`config.mk`:
```
export PLATFORM = sky130hd
export DESIGN_NAME = dsss_top
export DESIGN_NICKNAME = d
export VERILOG_FILES = /design/src/verilog/dsss_pkg.sv /design/src/verilog/dsss_top.sv
export SDC_FILE = /design/constraint.sdc
export NUM_CORES = 1
export LEC_CHECK = 0
export BUFFER_PORTS_ARGS = -buffer_cell sky130_fd_sc_hd__buf_2
export CORE_MARGIN = 5
export CORE_UTILIZATION = 59
export CTS_CLUSTER_DIAMETER = 40
export CTS_CLUSTER_SIZE = 8
export DETAILED_ROUTE_END_ITERATION = 16
export PLACE_DENSITY = 0.82
export SKIP_CTS_REPAIR_TIMING = 1
export SLEW_MARGIN = 20
export SYNTH_ARGS = -nofsm -noshare
export SYNTH_HDL_FRONTEND = slang
export SYNTH_SLANG_ARGS = --single-unit
```
`constraint.sdc`:
```
create_clock -name clock_i -period 6.45 [get_ports clock_i]
set_clock_uncertainty 0.15 [all_clocks]
set_input_delay 0.3225 -clock clock_i [delete_from_list [all_inputs] [get_ports clock_i]]
set_output_delay 0.3225 -clock clock_i [all_outputs]
set_load 0.005 [all_outputs]
```
`src/verilog/dsss_pkg.sv`:
```
// constants, types and helpers for the seek and sector search sequencer
`default_nettype none
package dsss_pkg;
  localparam int unsigned CLK_HZ     = 20_000_000;
  localparam int unsigned SETTLE_MS  = 15;
  localparam int unsigned RATE0_MS   = 3;
  localparam int unsigned RATE1_MS   = 6;
  localparam int unsigned RATE2_MS   = 10;
  localparam int unsigned RATE3_MS   = 15;
  localparam int unsigned STEP_PW_US = 4;
  localparam int unsigned SETTLE_CYC = SETTLE_MS * (CLK_HZ / 1000);
  localparam int unsigned STEP_PW_CYC = STEP_PW_US * (CLK_HZ / 1_000_000);
  // register byte offsets
  localparam logic [4:0] REG_CMD    = 5'h00;
  localparam logic [4:0] REG_TRACK  = 5'h04;
  localparam logic [4:0] REG_SECTOR = 5'h08;
  localparam logic [4:0] REG_DATA   = 5'h0c;
  localparam logic [4:0] REG_CFG    = 5'h10;
  // status bit positions
  localparam int ST_BUSY   = 0;
  localparam int ST_TRK0   = 2;
  localparam int ST_CRC    = 3;
  localparam int ST_SEEK   = 4;
  localparam int ST_HEAD   = 5;
  localparam int ST_NOTRDY = 7;
  // command fields
  localparam logic [2:0] OP_RESTSEEK = 3'h0;
  localparam logic [2:0] OP_STEP     = 3'h1;
  localparam logic [2:0] OP_IN       = 3'h2;
  localparam logic [2:0] OP_OUT      = 3'h3;
  localparam logic [2:0] OP_RDSEC    = 3'h4;
  localparam logic [2:0] OP_WRSEC    = 3'h5;
  localparam logic [3:0] OP_FORCE    = 4'hd;
  localparam int F_SEEK   = 4;
  localparam int F_UPDATE = 4;
  localparam int F_MULTI  = 4;
  localparam int F_HEAD   = 3;
  localparam int F_BIT3   = 3;
  localparam int F_VERIFY = 2;
  localparam int F_DELAY  = 2;
  localparam int F_BIT1   = 1;
  localparam int CFG_SIDEOUT = 8;
  localparam logic [7:0] RESTORE_CMD = 8'h03;
  localparam logic [8:0] CFG_RST     = 9'h01a;
  localparam logic [3:0] IDLE_REVS   = 4'hf;
  localparam logic [2:0] SEARCH_REVS = 3'h4;
  localparam logic [2:0] SIDE_REVS   = 3'h5;
  localparam logic [7:0] RESTORE_MAX = 8'hff;
  localparam logic [7:0] INNER_TRACK = 8'h2b;

  typedef enum {S_IDLE, S_START, S_PULSE, S_RATE, S_VCHK, S_SETTLE,
                S_HLT, S_SCAN, S_XFER} dsss_state_e;

  typedef struct packed {
    logic       valid;
    logic [7:0] track;
    logic       side;
    logic [7:0] sector;
    logic [1:0] len;
    logic       crc_ok;
  } dsss_id_s;

  // length code to byte count, two tables selected by map
  function automatic logic [10:0] dsss_len(input logic map,
                                           input logic [1:0] code);
    logic [1:0] c;
    c = map ? code : code + 2'h1;
    dsss_len = 11'h080 << c;
  endfunction : dsss_len
endpackage : dsss_pkg
`default_nettype wire

```
`src/verilog/dsss_top.sv`:
```
// seek, step and sector search command sequencer with avalon registers
`timescale 1ns/1ps
`default_nettype none
//
// Contract
// - positioning command loads head when h is one, unloads it when zero.
// - head stays loaded; after 15 idle revolutions it unloads itself.
// - verify loads head, waits 15 ms, waits settled, then reads IDs.
// - verify track match with good crc completes, interrupts, clears busy.
// - good crc but track mismatch sets seek error bit 4 and ends.
// - track match with bad crc sets crc bit 3 and tries next ID.
// - no good ID in four revolutions ends verify with interrupt.
// - step commands move track register by one only when update set.
// - restore steps until track zero, then clears track and interrupts.
// - no track zero after 255 pulses sets seek error and ends.
// - master reset going inactive runs a restore.
// - seek steps toward data register, updating track, until equal.
// - step pulses once in previous direction, waits, verifies, interrupts.
// - step-in goes toward 76 and increments; step-out toward 0.
// - sector command sets busy, loads head, optional 15 ms settle.
// - search compares track then sector, needs good crc to proceed.
// - no matching ID in four revolutions (five with side test) sets failure bit and ends.
// - multi flag loops sectors, incrementing, until count exceeded or force.
// - sector register beyond sectors per track sets record-not-found; the code compares it only after the multi-sector increment.
// - side test compares ID side to expected bit within 5 index pulses.
// - length code decodes to 128 up to 1024 bytes per selected table.
// - side-output mode drives side pin from flag; type one leaves it.
// - busy while running; finish raises interrupt and clears busy.
// - sector command samples ready and updates inner track output.
module dsss_top import dsss_pkg::*; #(
  parameter int unsigned SETTLE_CYCLES = SETTLE_CYC,
  parameter int unsigned RATE0_CYCLES  = RATE0_MS * (CLK_HZ / 1000),
  parameter int unsigned RATE1_CYCLES  = RATE1_MS * (CLK_HZ / 1000),
  parameter int unsigned RATE2_CYCLES  = RATE2_MS * (CLK_HZ / 1000),
  parameter int unsigned RATE3_CYCLES  = RATE3_MS * (CLK_HZ / 1000)
) (
  // clock and reset
  input  wire logic        clock_i,
  input  wire logic        reset_n_i,
  // avalon-mm slave
  input  wire logic [4:0]  avs_address_i,
  input  wire logic        avs_read_i,
  input  wire logic        avs_write_i,
  input  wire logic [31:0] avs_writedata_i,
  output logic      [31:0] avs_readdata_o,
  output logic             avs_waitrequest_o,
  // drive side
  input  wire logic        master_reset_in,
  input  wire logic        head_settled_in,
  input  wire logic        track_zero_in,
  input  wire logic        drive_ready_i,
  input  wire logic        index_i,
  output logic             head_engage_out,
  output logic             step_o,
  output logic             step_dir_o,
  output logic             side_output_pin,
  output logic             inner_track_out,
  output logic             interrupt_request,
  // id field decoder and data field engine
  input  wire dsss_id_s    id_i,
  input  wire logic        data_done_i,
  output logic             data_go_o,
  output logic      [10:0] sector_bytes_o
);
  dsss_state_e state_q;
  logic [7:0]  cmd_q, track_q, sector_q, data_q, pulses_q;
  logic [8:0]  cfg_q;
  logic [18:0] timer_q;
  logic [2:0]  rev_q;
  logic [3:0]  idle_rev_q;
  logic        busy_q, crc_q, seek_q, notrdy_q, irq_q, head_q;
  logic        step_q, dir_q, side_q, inner_q, go_q;
  logic [10:0] bytes_q;
  logic        wait_q, mr_q, idx_q;
  logic [31:0] rdata_q;

  logic        req, bus_wr, bus_rd, cmd_wr, force_wr, stat_rd;
  logic        mr_fall, idx_rise, type1, sideout, side_test;
  logic        side_ok, track_eq, sector_eq;
  logic [2:0]  op, rev_limit;
  logic [7:0]  status, next_sec;
  logic [18:0] rate_cyc;

  assign req      = avs_read_i | avs_write_i;
  assign bus_wr   = avs_write_i & ~wait_q;
  assign bus_rd   = avs_read_i & ~wait_q;
  assign cmd_wr   = bus_wr & (avs_address_i == REG_CMD);
  assign force_wr = cmd_wr & (avs_writedata_i[7:4] == OP_FORCE);
  assign stat_rd  = bus_rd & (avs_address_i == REG_CMD);
  assign mr_fall  = mr_q & ~master_reset_in;
  assign idx_rise = index_i & ~idx_q;
  assign op       = cmd_q[7:5];
  assign type1    = ~cmd_q[7];
  assign sideout  = cfg_q[CFG_SIDEOUT];
  // side compare only without side-output mode
  assign side_test = ~type1 & ~sideout & cmd_q[F_BIT1];
  assign side_ok   = ~side_test | (id_i.side == cmd_q[F_BIT3]);
  assign track_eq  = id_i.track == track_q;
  assign sector_eq = id_i.sector == sector_q;
  assign next_sec  = sector_q + 8'h01;
  // side test widens the search window
  assign rev_limit = side_test ? SIDE_REVS : SEARCH_REVS;
  assign status    = {notrdy_q, 1'b0, head_q, seek_q, crc_q,
                      ~track_zero_in, 1'b0, busy_q};

  always_comb begin
    case (cmd_q[1:0])
      2'h0:    rate_cyc = 19'(RATE0_CYCLES - 1);
      2'h1:    rate_cyc = 19'(RATE1_CYCLES - 1);
      2'h2:    rate_cyc = 19'(RATE2_CYCLES - 1);
      default: rate_cyc = 19'(RATE3_CYCLES - 1);
    endcase
  end

  // bus slave: one wait cycle, then completion
  always_ff @(posedge clock_i or negedge reset_n_i) begin
    if (!reset_n_i) begin
      wait_q  <= 1'b1;
      rdata_q <= 32'h0;
    end else begin
      wait_q <= ~(req & wait_q);
      if (avs_read_i & wait_q) begin
        case (avs_address_i)
          REG_CMD:    rdata_q <= {24'h0, status};
          REG_TRACK:  rdata_q <= {24'h0, track_q};
          REG_SECTOR: rdata_q <= {24'h0, sector_q};
          REG_DATA:   rdata_q <= {24'h0, data_q};
          REG_CFG:    rdata_q <= {23'h0, cfg_q};
          default:    rdata_q <= 32'h0;
        endcase
      end
    end
  end

  // edge history of master reset and index
  always_ff @(posedge clock_i or negedge reset_n_i) begin
    if (!reset_n_i) begin
      mr_q  <= 1'b0;
      idx_q <= 1'b0;
    end else begin
      mr_q  <= master_reset_in;
      idx_q <= index_i;
    end
  end

  // command sequencer
  always_ff @(posedge clock_i or negedge reset_n_i) begin
    if (!reset_n_i) begin
      state_q    <= S_IDLE;
      cmd_q      <= 8'h0;
      track_q    <= 8'h0;
      sector_q   <= 8'h0;
      data_q     <= 8'h0;
      cfg_q      <= CFG_RST;
      pulses_q   <= 8'h0;
      timer_q    <= 19'h0;
      rev_q      <= 3'h0;
      idle_rev_q <= 4'h0;
      busy_q     <= 1'b0;
      crc_q      <= 1'b0;
      seek_q     <= 1'b0;
      notrdy_q   <= 1'b0;
      irq_q      <= 1'b0;
      head_q     <= 1'b0;
      step_q     <= 1'b0;
      dir_q      <= 1'b0;
      side_q     <= 1'b0;
      inner_q    <= 1'b0;
      go_q       <= 1'b0;
      bytes_q    <= 11'h0;
    end else begin
      go_q <= 1'b0;
      if (stat_rd)
        irq_q <= 1'b0;
      if (bus_wr) begin
        case (avs_address_i)
          REG_TRACK:  track_q  <= avs_writedata_i[7:0];
          REG_SECTOR: sector_q <= avs_writedata_i[7:0];
          REG_DATA:   data_q   <= avs_writedata_i[7:0];
          REG_CFG:    cfg_q    <= avs_writedata_i[8:0];
          default:    ;
        endcase
      end
      if (idx_rise && state_q != S_IDLE && rev_q != 3'h7)
        rev_q <= rev_q + 3'h1;
      case (state_q)
        S_IDLE: begin
          if (idx_rise && head_q) begin
            if (idle_rev_q == IDLE_REVS - 4'h1)
              head_q <= 1'b0;
            else
              idle_rev_q <= idle_rev_q + 4'h1;
          end
          if (force_wr) begin
            irq_q <= |avs_writedata_i[3:0];
          end else if (mr_fall || cmd_wr) begin
            cmd_q    <= mr_fall ? RESTORE_CMD : avs_writedata_i[7:0];
            busy_q   <= 1'b1;
            irq_q    <= 1'b0;
            crc_q    <= 1'b0;
            seek_q   <= 1'b0;
            notrdy_q <= 1'b0;
            pulses_q <= 8'h0;
            state_q  <= S_START;
          end
        end
        S_START: begin
          if (type1) begin
            head_q <= cmd_q[F_HEAD];
            case (op)
              OP_RESTSEEK: begin
                if (!cmd_q[F_SEEK]) begin
                  if (!track_zero_in) begin
                    track_q <= 8'h0;
                    state_q <= S_VCHK;
                  end else begin
                    dir_q   <= 1'b0;
                    state_q <= S_PULSE;
                  end
                end else if (track_q == data_q) begin
                  state_q <= S_VCHK;
                end else begin
                  dir_q   <= data_q > track_q;
                  state_q <= S_PULSE;
                end
              end
              OP_STEP: state_q <= S_PULSE;
              OP_IN: begin
                dir_q   <= 1'b1;
                state_q <= S_PULSE;
              end
              default: begin
                dir_q   <= 1'b0;
                state_q <= S_PULSE;
              end
            endcase
          end else if (op == OP_RDSEC || op == OP_WRSEC) begin
            // ready check and inner track update
            inner_q <= track_q > INNER_TRACK;
            if (!drive_ready_i) begin
              notrdy_q <= 1'b1;
              busy_q   <= 1'b0;
              irq_q    <= 1'b1;
              state_q  <= S_IDLE;
            end else begin
              head_q <= 1'b1;
              if (sideout)
                side_q <= cmd_q[F_BIT1];
              timer_q <= cmd_q[F_DELAY] ? 19'(SETTLE_CYCLES - 1) : 19'h0;
              state_q <= S_SETTLE;
            end
          end else begin
            busy_q  <= 1'b0;
            irq_q   <= 1'b1;
            state_q <= S_IDLE;
          end
        end
        S_PULSE: begin
          if (!step_q) begin
            step_q   <= 1'b1;
            timer_q  <= 19'(STEP_PW_CYC - 1);
            pulses_q <= pulses_q + 8'h01;
            // track follows each pulse when enabled
            if ((op == OP_RESTSEEK && cmd_q[F_SEEK]) ||
                (op != OP_RESTSEEK && cmd_q[F_UPDATE]))
              track_q <= dir_q ? track_q + 8'h01 : track_q - 8'h01;
          end else if (timer_q != 19'h0) begin
            timer_q <= timer_q - 19'h1;
          end else begin
            step_q  <= 1'b0;
            timer_q <= rate_cyc;
            state_q <= S_RATE;
          end
        end
        S_RATE: begin
          if (timer_q != 19'h0) begin
            timer_q <= timer_q - 19'h1;
          end else if (op == OP_RESTSEEK && !cmd_q[F_SEEK]) begin
            if (!track_zero_in) begin
              track_q <= 8'h0;
              state_q <= S_VCHK;
            // give up after the last pulse
            end else if (pulses_q == RESTORE_MAX) begin
              seek_q  <= 1'b1;
              busy_q  <= 1'b0;
              irq_q   <= 1'b1;
              state_q <= S_IDLE;
            end else begin
              state_q <= S_PULSE;
            end
          end else if (op == OP_RESTSEEK && track_q != data_q) begin
            state_q <= S_PULSE;
          end else begin
            state_q <= S_VCHK;
          end
        end
        S_VCHK: begin
          if (cmd_q[F_VERIFY]) begin
            head_q  <= 1'b1;
            timer_q <= 19'(SETTLE_CYCLES - 1);
            state_q <= S_SETTLE;
          end else begin
            busy_q  <= 1'b0;
            irq_q   <= 1'b1;
            state_q <= S_IDLE;
          end
        end
        // settle delay then wait for head settled
        S_SETTLE: begin
          if (timer_q != 19'h0)
            timer_q <= timer_q - 19'h1;
          else
            state_q <= S_HLT;
        end
        S_HLT: begin
          if (head_settled_in) begin
            rev_q   <= 3'h0;
            state_q <= S_SCAN;
          end
        end
        S_SCAN: begin
          if (rev_q >= (type1 ? SEARCH_REVS : rev_limit)) begin
            seek_q  <= ~type1;
            busy_q  <= 1'b0;
            irq_q   <= 1'b1;
            state_q <= S_IDLE;
          end else if (id_i.valid && type1) begin
            if (track_eq && id_i.crc_ok) begin
              busy_q  <= 1'b0;
              irq_q   <= 1'b1;
              state_q <= S_IDLE;
            end else if (id_i.crc_ok) begin
              seek_q  <= 1'b1;
              busy_q  <= 1'b0;
              irq_q   <= 1'b1;
              state_q <= S_IDLE;
            end else if (track_eq) begin
              crc_q <= 1'b1;
            end
          // track, sector, side and crc must all match
          end else if (id_i.valid && track_eq && sector_eq && side_ok) begin
            if (id_i.crc_ok) begin
              go_q    <= 1'b1;
              bytes_q <= dsss_len(sideout ? cmd_q[F_BIT3] : 1'b1, id_i.len);
              state_q <= S_XFER;
            end else begin
              crc_q <= 1'b1;
            end
          end
        end
        S_XFER: begin
          if (data_done_i) begin
            if (cmd_q[F_MULTI]) begin
              sector_q <= next_sec;
              rev_q    <= 3'h0;
              if (next_sec > cfg_q[7:0]) begin
                seek_q  <= 1'b1;
                busy_q  <= 1'b0;
                irq_q   <= 1'b1;
                state_q <= S_IDLE;
              end else begin
                state_q <= S_SCAN;
              end
            end else begin
              busy_q  <= 1'b0;
              irq_q   <= 1'b1;
              state_q <= S_IDLE;
            end
          end
        end
        default: state_q <= S_IDLE;
      endcase
      // force interrupt ends a running command
      if (force_wr && state_q != S_IDLE) begin
        step_q  <= 1'b0;
        busy_q  <= 1'b0;
        irq_q   <= 1'b1;
        state_q <= S_IDLE;
      end
      if (state_q != S_IDLE)
        idle_rev_q <= 4'h0;
    end
  end

  assign avs_readdata_o    = rdata_q;
  assign avs_waitrequest_o = wait_q;
  assign head_engage_out   = head_q;
  assign step_o            = step_q;
  assign step_dir_o        = dir_q;
  assign side_output_pin   = side_q;
  assign inner_track_out   = inner_q;
  assign interrupt_request = irq_q;
  assign data_go_o         = go_q;
  assign sector_bytes_o    = bytes_q;
endmodule : dsss_top
`default_nettype wire

```
==> flow_summary.toml, run 1 <==
[run_status]
status = "complete, no violations"

[synthesis]
muxShareOfSynthArea = 0.05936
synth_cell_types = 77
yosys_warnings = 0
yosys.area_share.xor_xnor = 0.05223
synthSimpleGateAreaFrac = 0.1958
synth_top_family_by_area = "compound AO/OA/AOI/OAI gates"
synthArstFlopShare = 1.000
synth-main-ff-cell = "dfrtp_1"
synth-compound-area-share = 0.2028
ys_seq_area_frac = 0.3522
synthAdderAreaFrac = 0.06367
netlist_area_um2 = 7546
synthCells = 855
synth_edf_count = 0
synth-seq-cells = 106
avgSynthCellArea_um2 = 8.826

[global_routing]
grt_max_degree = 61
antenna_found_initial = 0
overflow = 0
grt_pass1_vias = 6368
track_usage = 0.2762
grt_first_pass_wirelength_um = 32750

[sta]
finalSetupViolations = 0
fin_tns_setup_ns = 0
hold_viol_final = 0
worst_slew_pin_slew_ns = 1.046
relSlewSlack = 0.2962
maxSlewViolCount = 0
rsz0062_at_grt = "false"
timing.fmax_ghz = 0.2625
layout_setup_ws_ns = 2.641
finalCritPeriodShare = 0.5905
finalCriticalPeriod_ns = 3.809

[critical_path]
worst_ep_arrival_time_ns = 3.91
worstSetupStartpointType = "flop"
path_class = "reg2reg"
cp.required_ns = 6.55
rr_worst_depth = 6
cp-end-kind = "flop"
worstPathMaxFanout = 19

[power_and_ir_drop]
p_sw_uw = 1445
switching_share = 0.4575
seqPwrFrac = 0.348
p_int_uw = 1714
p_comb_frac = 0.475
powerDensity_nw_per_um2 = 387.5
leakagePower_uw = 0.003837
power.share.clock = 0.178
vdd_drop_max_uv = 191.7

[clocking]
cts_tree = "done"
root_buffer = "clkbuf_16"
cts_max_level = 3
cts_made_buffers = 9
clock_latency_ns = 0.37
clkTransAtPathRegs_ns = 0.08
clock-sinks = 106
cts_max_path_buffers = 2

[drt]
viasPerCell = 6.385
vias = 6845
postRouteAntennaNets = 0
drc = 0
wl_per_cell_um = 19.33
drt-total-wl_um = 20720
dr.pass1.iters = 6
drtIter0Drc = 901

[min_path]
hp-class = "in2reg"
hold_depth = 2

[final_layout]
final_net_count = 1000
n_fill_cell = 1111
synthToLayoutAreaGrowth_pct = 8.042
n_antenna_cell = 0
drive_above_1_share = 0.1433

[die]
dieHeight_um = 123.1
die_area_um2 = 15150
coreArea_um2 = 12570
io_pins = 119
start_util = 0.6004
rows = 41
fp.dieW_um = 123.1

[placed_design]
place_congestion = 0.9911
dp_slack_ns = 2.740
dp_hpwl_um = 15270
io_buffers = 65

[job]
maxCapViolCount = 0
==> through the flow <==
step	area (um2)	power, uW	cells	util	hold slack [ns]
2_1_floorplan	7655	2179	884	-	-0.1231
3_3_place_gp	7811	2511	1052	0.6215	0.2186
3_5_place_dp	7811	2556	1052	0.6215	0.2189
4_1_cts	8113	3128	1068	0.6455	-0.1725
5_1_grt	8153	3375	1072	0.6487	0.009657
6_report	8153	3159	1072	0.6487	0.005359
==> final cells by class <==
cell class / count / area, um2 / share of cell area
Multi-Input combinational cell: 668 / 4449 / 0.5457
Inverter: 39 / 146.4 / 0.01796
Tap cell: 172 / 215.2 / 0.02640
Sequential cell: 106 / 2658 / 0.3260
Clock inverter: 7 / 76.32 / 0.009362
Timing Repair Buffer: 71 / 382.9 / 0.04696
Clock buffer: 9 / 225.2 / 0.02762
==> logic make-up after synthesis <==
family | after synthesis
and+or+nand+nor | 283
AOI/OAI and AO/OA | 230
buffers and inverters | 110
DFF | 106
xor gates and xnor gates | 45
muxes | 42
adders and majority gates | 38
other | 1
==> registers in the layout, summed over array words and instances, names as in the netlist, 8 cells and up <==
| register | count |
|---|---|
| avs_readdata_o | 9 |
| sector_q | 8 |
| cfg_q | 9 |
| track_q | 8 |
| pulses_q | 8 |
| cmd_q | 8 |
| timer_q | 19 |
| data_q | 8 |
==> cell usage after synthesis (all sizes together), types with 9 or more instances <==
cell type    n  area, um2
or3         11      73.82
nand2b      10      70.06
inv         39      146.4
a21o        14      105.1
xor2        29      254.0
nand4       10      62.56
nand2       69      259.0
mux2        22      247.7
a211oi       9      72.57
nor4        14      93.84
mux2i       20      200.2
nor2        66      247.7
ha          36      450.4
buf         44      306.5
a22oi        9      67.56
nand3       26      130.1
and3         9      61.31
dfrtp      102       2552
a31oi       12      75.07
nor3        24      125.1
o21ai       72      360.3
o22ai        9      56.30
clkbuf      27      101.4
nor2b       11      68.82
a21oi       38      190.2
xnor2       16      140.1
==> metal layers <==
| metal | global-route usage | vias to the layer above | share of wire |
|---|---|---|---|
| li1 | - | 3159 | - |
| met1 | 0.3959 | 3257 | 0.43 |
| met2 | 0.4199 | 379 | 0.45 |
| met3 | 0.05398 | 50 | 0.095 |
| met4 | 0.09481 | 0 | 0.023 |
| met5 | 0 | - | 0 |
==> critical path, stage by stage (launching register included) <==
cell	delay, ns
dfrtp_1	0.45
nor4_1	0.42
nand4_1	0.34
nor2_1	0.86
a31o_1	0.75
nor2_1	0.29
or3_1	0.42
==> cell usage in the layout (no fill, tap or decap), drive strengths merged, types with 5 or more instances in the layout <==
cell / n
a211oi: 9
a21o: 14
a21oi: 38
a221o: 7
a222oi: 7
a22o: 6
a22oi: 9
a31oi: 12
and2: 5
and3: 9
buf: 67
clkbuf: 9
conb: 30
dfrtp: 102
ha: 36
inv: 44
mux2: 22
mux2i: 20
nand2: 69
nand2b: 10
nand3: 26
nand4: 10
nor2: 66
nor2b: 11
nor3: 24
nor4: 14
o21a: 7
o21ai: 72
o22ai: 9
o31ai: 6
or3: 11
or4b: 5
xnor2: 16
xor2: 29
==> power by group through the flow <==
stage	combinational (uW)	clock, uW	sequential (uW)
after floorplan	1220	0	957
after global placement	1420	0	1090
after detailed placement	1460	0	1100
after CTS	1470	569	1090
after global routing	1660	598	1120
final	1500	561	1100
==> path summary, 6_finish.rpt <==
path,from,endpoint,slack [ns]
hold reg to reg,avs_readdata_o[1],avs_readdata_o[1],0.32
hold / removal,avs_write_i,avs_waitrequest_o,0.005
setup reg to reg,timer_q[3],timer_q[12],2.64
setup / recovery,timer_q[3],timer_q[12],2.64
max in group asynchronous,reset_n_i,sector_bytes_o[7],4.59
min in group asynchronous,reset_n_i,cmd_q[6],0.35
Note: power is estimated with default switching activity, not from simulation.
==> inputs of run 2 (changes only) <==
--- a/config.mk
+++ b/config.mk
@@ -5,13 +5,14 @@
 export SDC_FILE = /design/constraint.sdc
 export NUM_CORES = 1
 export LEC_CHECK = 0
+export ABC_AREA = 1
 export BUFFER_PORTS_ARGS = -buffer_cell sky130_fd_sc_hd__buf_2
 export CORE_MARGIN = 5
-export CORE_UTILIZATION = 59
+export CORE_UTILIZATION = 58
 export CTS_CLUSTER_DIAMETER = 40
 export CTS_CLUSTER_SIZE = 8
 export DETAILED_ROUTE_END_ITERATION = 16
-export PLACE_DENSITY = 0.82
+export PLACE_DENSITY = 0.8
 export SKIP_CTS_REPAIR_TIMING = 1
 export SLEW_MARGIN = 20
 export SYNTH_ARGS = -nofsm -noshare
==> constraint.sdc (replaced) <==
create_clock -name clock_i -period 3.53 [get_ports clock_i]
set_clock_uncertainty 0.15 [all_clocks]
set_input_delay 0.1765 -clock clock_i [delete_from_list [all_inputs] [get_ports clock_i]]
set_output_delay 0.1765 -clock clock_i [all_outputs]
set_load 0.005 [all_outputs]
==> flow_summary.toml, run 2 <==
[sta]
maxSlewViolCount = 0
finalCritPeriodShare = 0.8403
relSlewSlack = 0.4345
timing.fmax_ghz = 0.3371
finalCriticalPeriod_ns = 2.966
timing.hold.ws_ns = -0.02153
hold_viol_final = 4
fin_tns_setup_ns = 0
rsz0062_at_grt = "false"
finalSetupViolations = 0
worst_slew_pin_slew_ns = 0.8482

[synthesis]
synth_top_family_by_area = "simple AND/OR/NAND/NOR gates"
synth_cell_types = 43
synthAdderAreaFrac = 0.05982
ys_top_cells_by_area = "dfrtp_1 (32%), nand2_1 (16%), inv_1 (8.2%)"
synth-main-ff-cell = "dfrtp_1"
muxShareOfSynthArea = 0
netlist_area_um2 = 7865
avgSynthCellArea_um2 = 6.711
yosys.area_share.xor_xnor = 0.03229
synth-compound-area-share = 0.1206
synth_edf_count = 0
synthArstFlopShare = 1.000
synth-seq-cells = 106
synthCells = 1172
synthSimpleGateAreaFrac = 0.3263
yosysMostFrequentCell = "nand2_1"
ys_top_cells_by_count = "nand2_1 (345), inv_1 (171), nor2_1 (109)"
synth.largest_area_cell = "dfrtp_1"
yosys_warnings = 0
ys_seq_area_frac = 0.3379
synth_top_area_share = 0.3245

[min_path]
min_from = "avs_writedata_i[7]"
hp-class = "in2reg"

[power_and_ir_drop]
vdd_drop_max_uv = 565.1
powerDensity_nw_per_um2 = 739.7
leakagePower_uw = 0.004752

[global_routing]
antenna_found_initial = 0
grt_util_met2 = 0.4256
grt_first_pass_wirelength_um = 34300
track_usage = 0.2612
top_usage_layer = "met2"
met3_usage = 0.04624
grt_max_degree = 66
use_met1 = 0.3637
overflow = 0
grt_pass1_vias = 7071

[placed_design]
placedCellCount = 1403
dp_hpwl_um = 16280
place_congestion = 1.006
io_buffers = 65

[final_layout]
largest_reg_flops = 19
top_register = "timer_q"
n_fill_cell = 1224
final_net_count = 1351
drive_above_1_share = 0.09353
fin_cells = 1427
synthToLayoutAreaGrowth_pct = 9.847
n_antenna_cell = 0
final_common_cell = "nand2_1"
layout_common_cells = "nand2_1 (345), inv_1 (171), nor2_1 (109)"

[critical_path]
cp-startpoint = "sector_q[2]"
r2r-start = "sector_q[2]"
worst_ep_arrival_time_ns = 3.08
worstPathMaxFanout = 5
cp-end-kind = "flop"
worstSetupStartpointType = "flop"
cp.required_ns = 3.64
path_class = "reg2reg"

[clocking]
clock_latency_ns = 0.37
clkTransAtPathRegs_ns = 0.08
cts_made_buffers = 9
cts_max_path_buffers = 2
clock-sinks = 106
cts_tree = "done"
root_buffer = "clkbuf_16"
cts_max_level = 3

[drt]
drt-total-wl_um = 21060
viasPerCell = 5.435
drtIter0Drc = 779
dr.pass1.iters = 6
drc = 0
postRouteAntennaNets = 0
vias = 7756
wl_per_cell_um = 14.76

[die]
start_util = 0.5916
rows = 42
coreArea_um2 = 13300
io_pins = 119
die_area_um2 = 15990
fp.dieW_um = 126.5
dieHeight_um = 126.5

[run_status]
status = "complete, but fails checks"
violations = "negative hold slack"

[job]
maxCapViolCount = 0
==> run 2: stage by stage <==
stage                     worst slack [ns]  cell area, um2  utilization  total power, uW  hold WS [ns]
after floorplan                      1.021            7974            -             4437       -0.2691
after global placement              0.7418            8248       0.6204             5154        0.1519
after detailed placement            0.6619            8248       0.6204             5223        0.1564
after CTS                           0.6299            8559       0.6438             6323       -0.2138
after global routing                0.3135            8640       0.6498             6968     0.0003410
final                               0.5638            8640       0.6498             6391      -0.02153
==> run 2: where the power goes <==
group	internal (uW)	total (uW)	switching [uW]
Sequential	1530	1840	311
Combinational	1150	3470	2320
Clock	579	1080	502
Total	3260	6390	3130
==> run 2: cell families after synthesis <==
family	after synthesis
other cells	1
flops	106
compound gates	177
xor+xnor	29
buf+inv	220
fa+ha+maj	37
simple gates	602
==> run 2: cell type report <==
cell class / instances / area [um2] / share of cell area
Clock buffer: 10 / 239.0 / 0.02766
Clock inverter: 6 / 72.57 / 0.008400
Inverter: 178 / 668.1 / 0.07734
Multi-Input combinational cell: 875 / 4352 / 0.5037
Sequential cell: 106 / 2658 / 0.3076
Tap cell: 176 / 220.2 / 0.02549
Timing Repair Buffer: 76 / 430.4 / 0.04982
==> run 2: final timing paths <==
check / depth (start not counted) / slack [ns] / to
worst min-delay path: 3 / -0.02 / cmd_q[7]
min in group asynchronous: 2 / 0.31 / avs_readdata_o[4]
worst max register to register: 19 / 0.56 / state_q[1]
worst min register to register: 2 / 0.33 / avs_readdata_o[6]
worst max-delay path: 19 / 0.56 / state_q[1]
max in group asynchronous: 3 / 2.05 / timer_q[9]
==> run 2: metal layers <==
| metal | wire length, um | vias up |
|---|---|---|
| li1 | - | 3819 |
| met5 | 0 | - |
| met3 | 1677 | 39 |
| met1 | 9197 | 3553 |
| met4 | 388 | 0 |
| met2 | 9797 | 345 |
==> run 2: critical path, cell delays in order, from the launching register on <==
cell and delay, ns:
dfrtp_1 0.42, inv_1 0.10, nor3_1 0.31, nand3_1 0.17, nor2_1 0.12, nand2_1 0.07, xor2_1 0.17, inv_1 0.06
ha_1 0.30, nand2_1 0.08, nor2_1 0.18, nand2_1 0.07, nand2_1 0.08, nand2_1 0.08, nand2_1 0.13, nand2_1 0.09
nor2_1 0.10, nor2_1 0.05, nand2_1 0.07, nand2_1 0.05
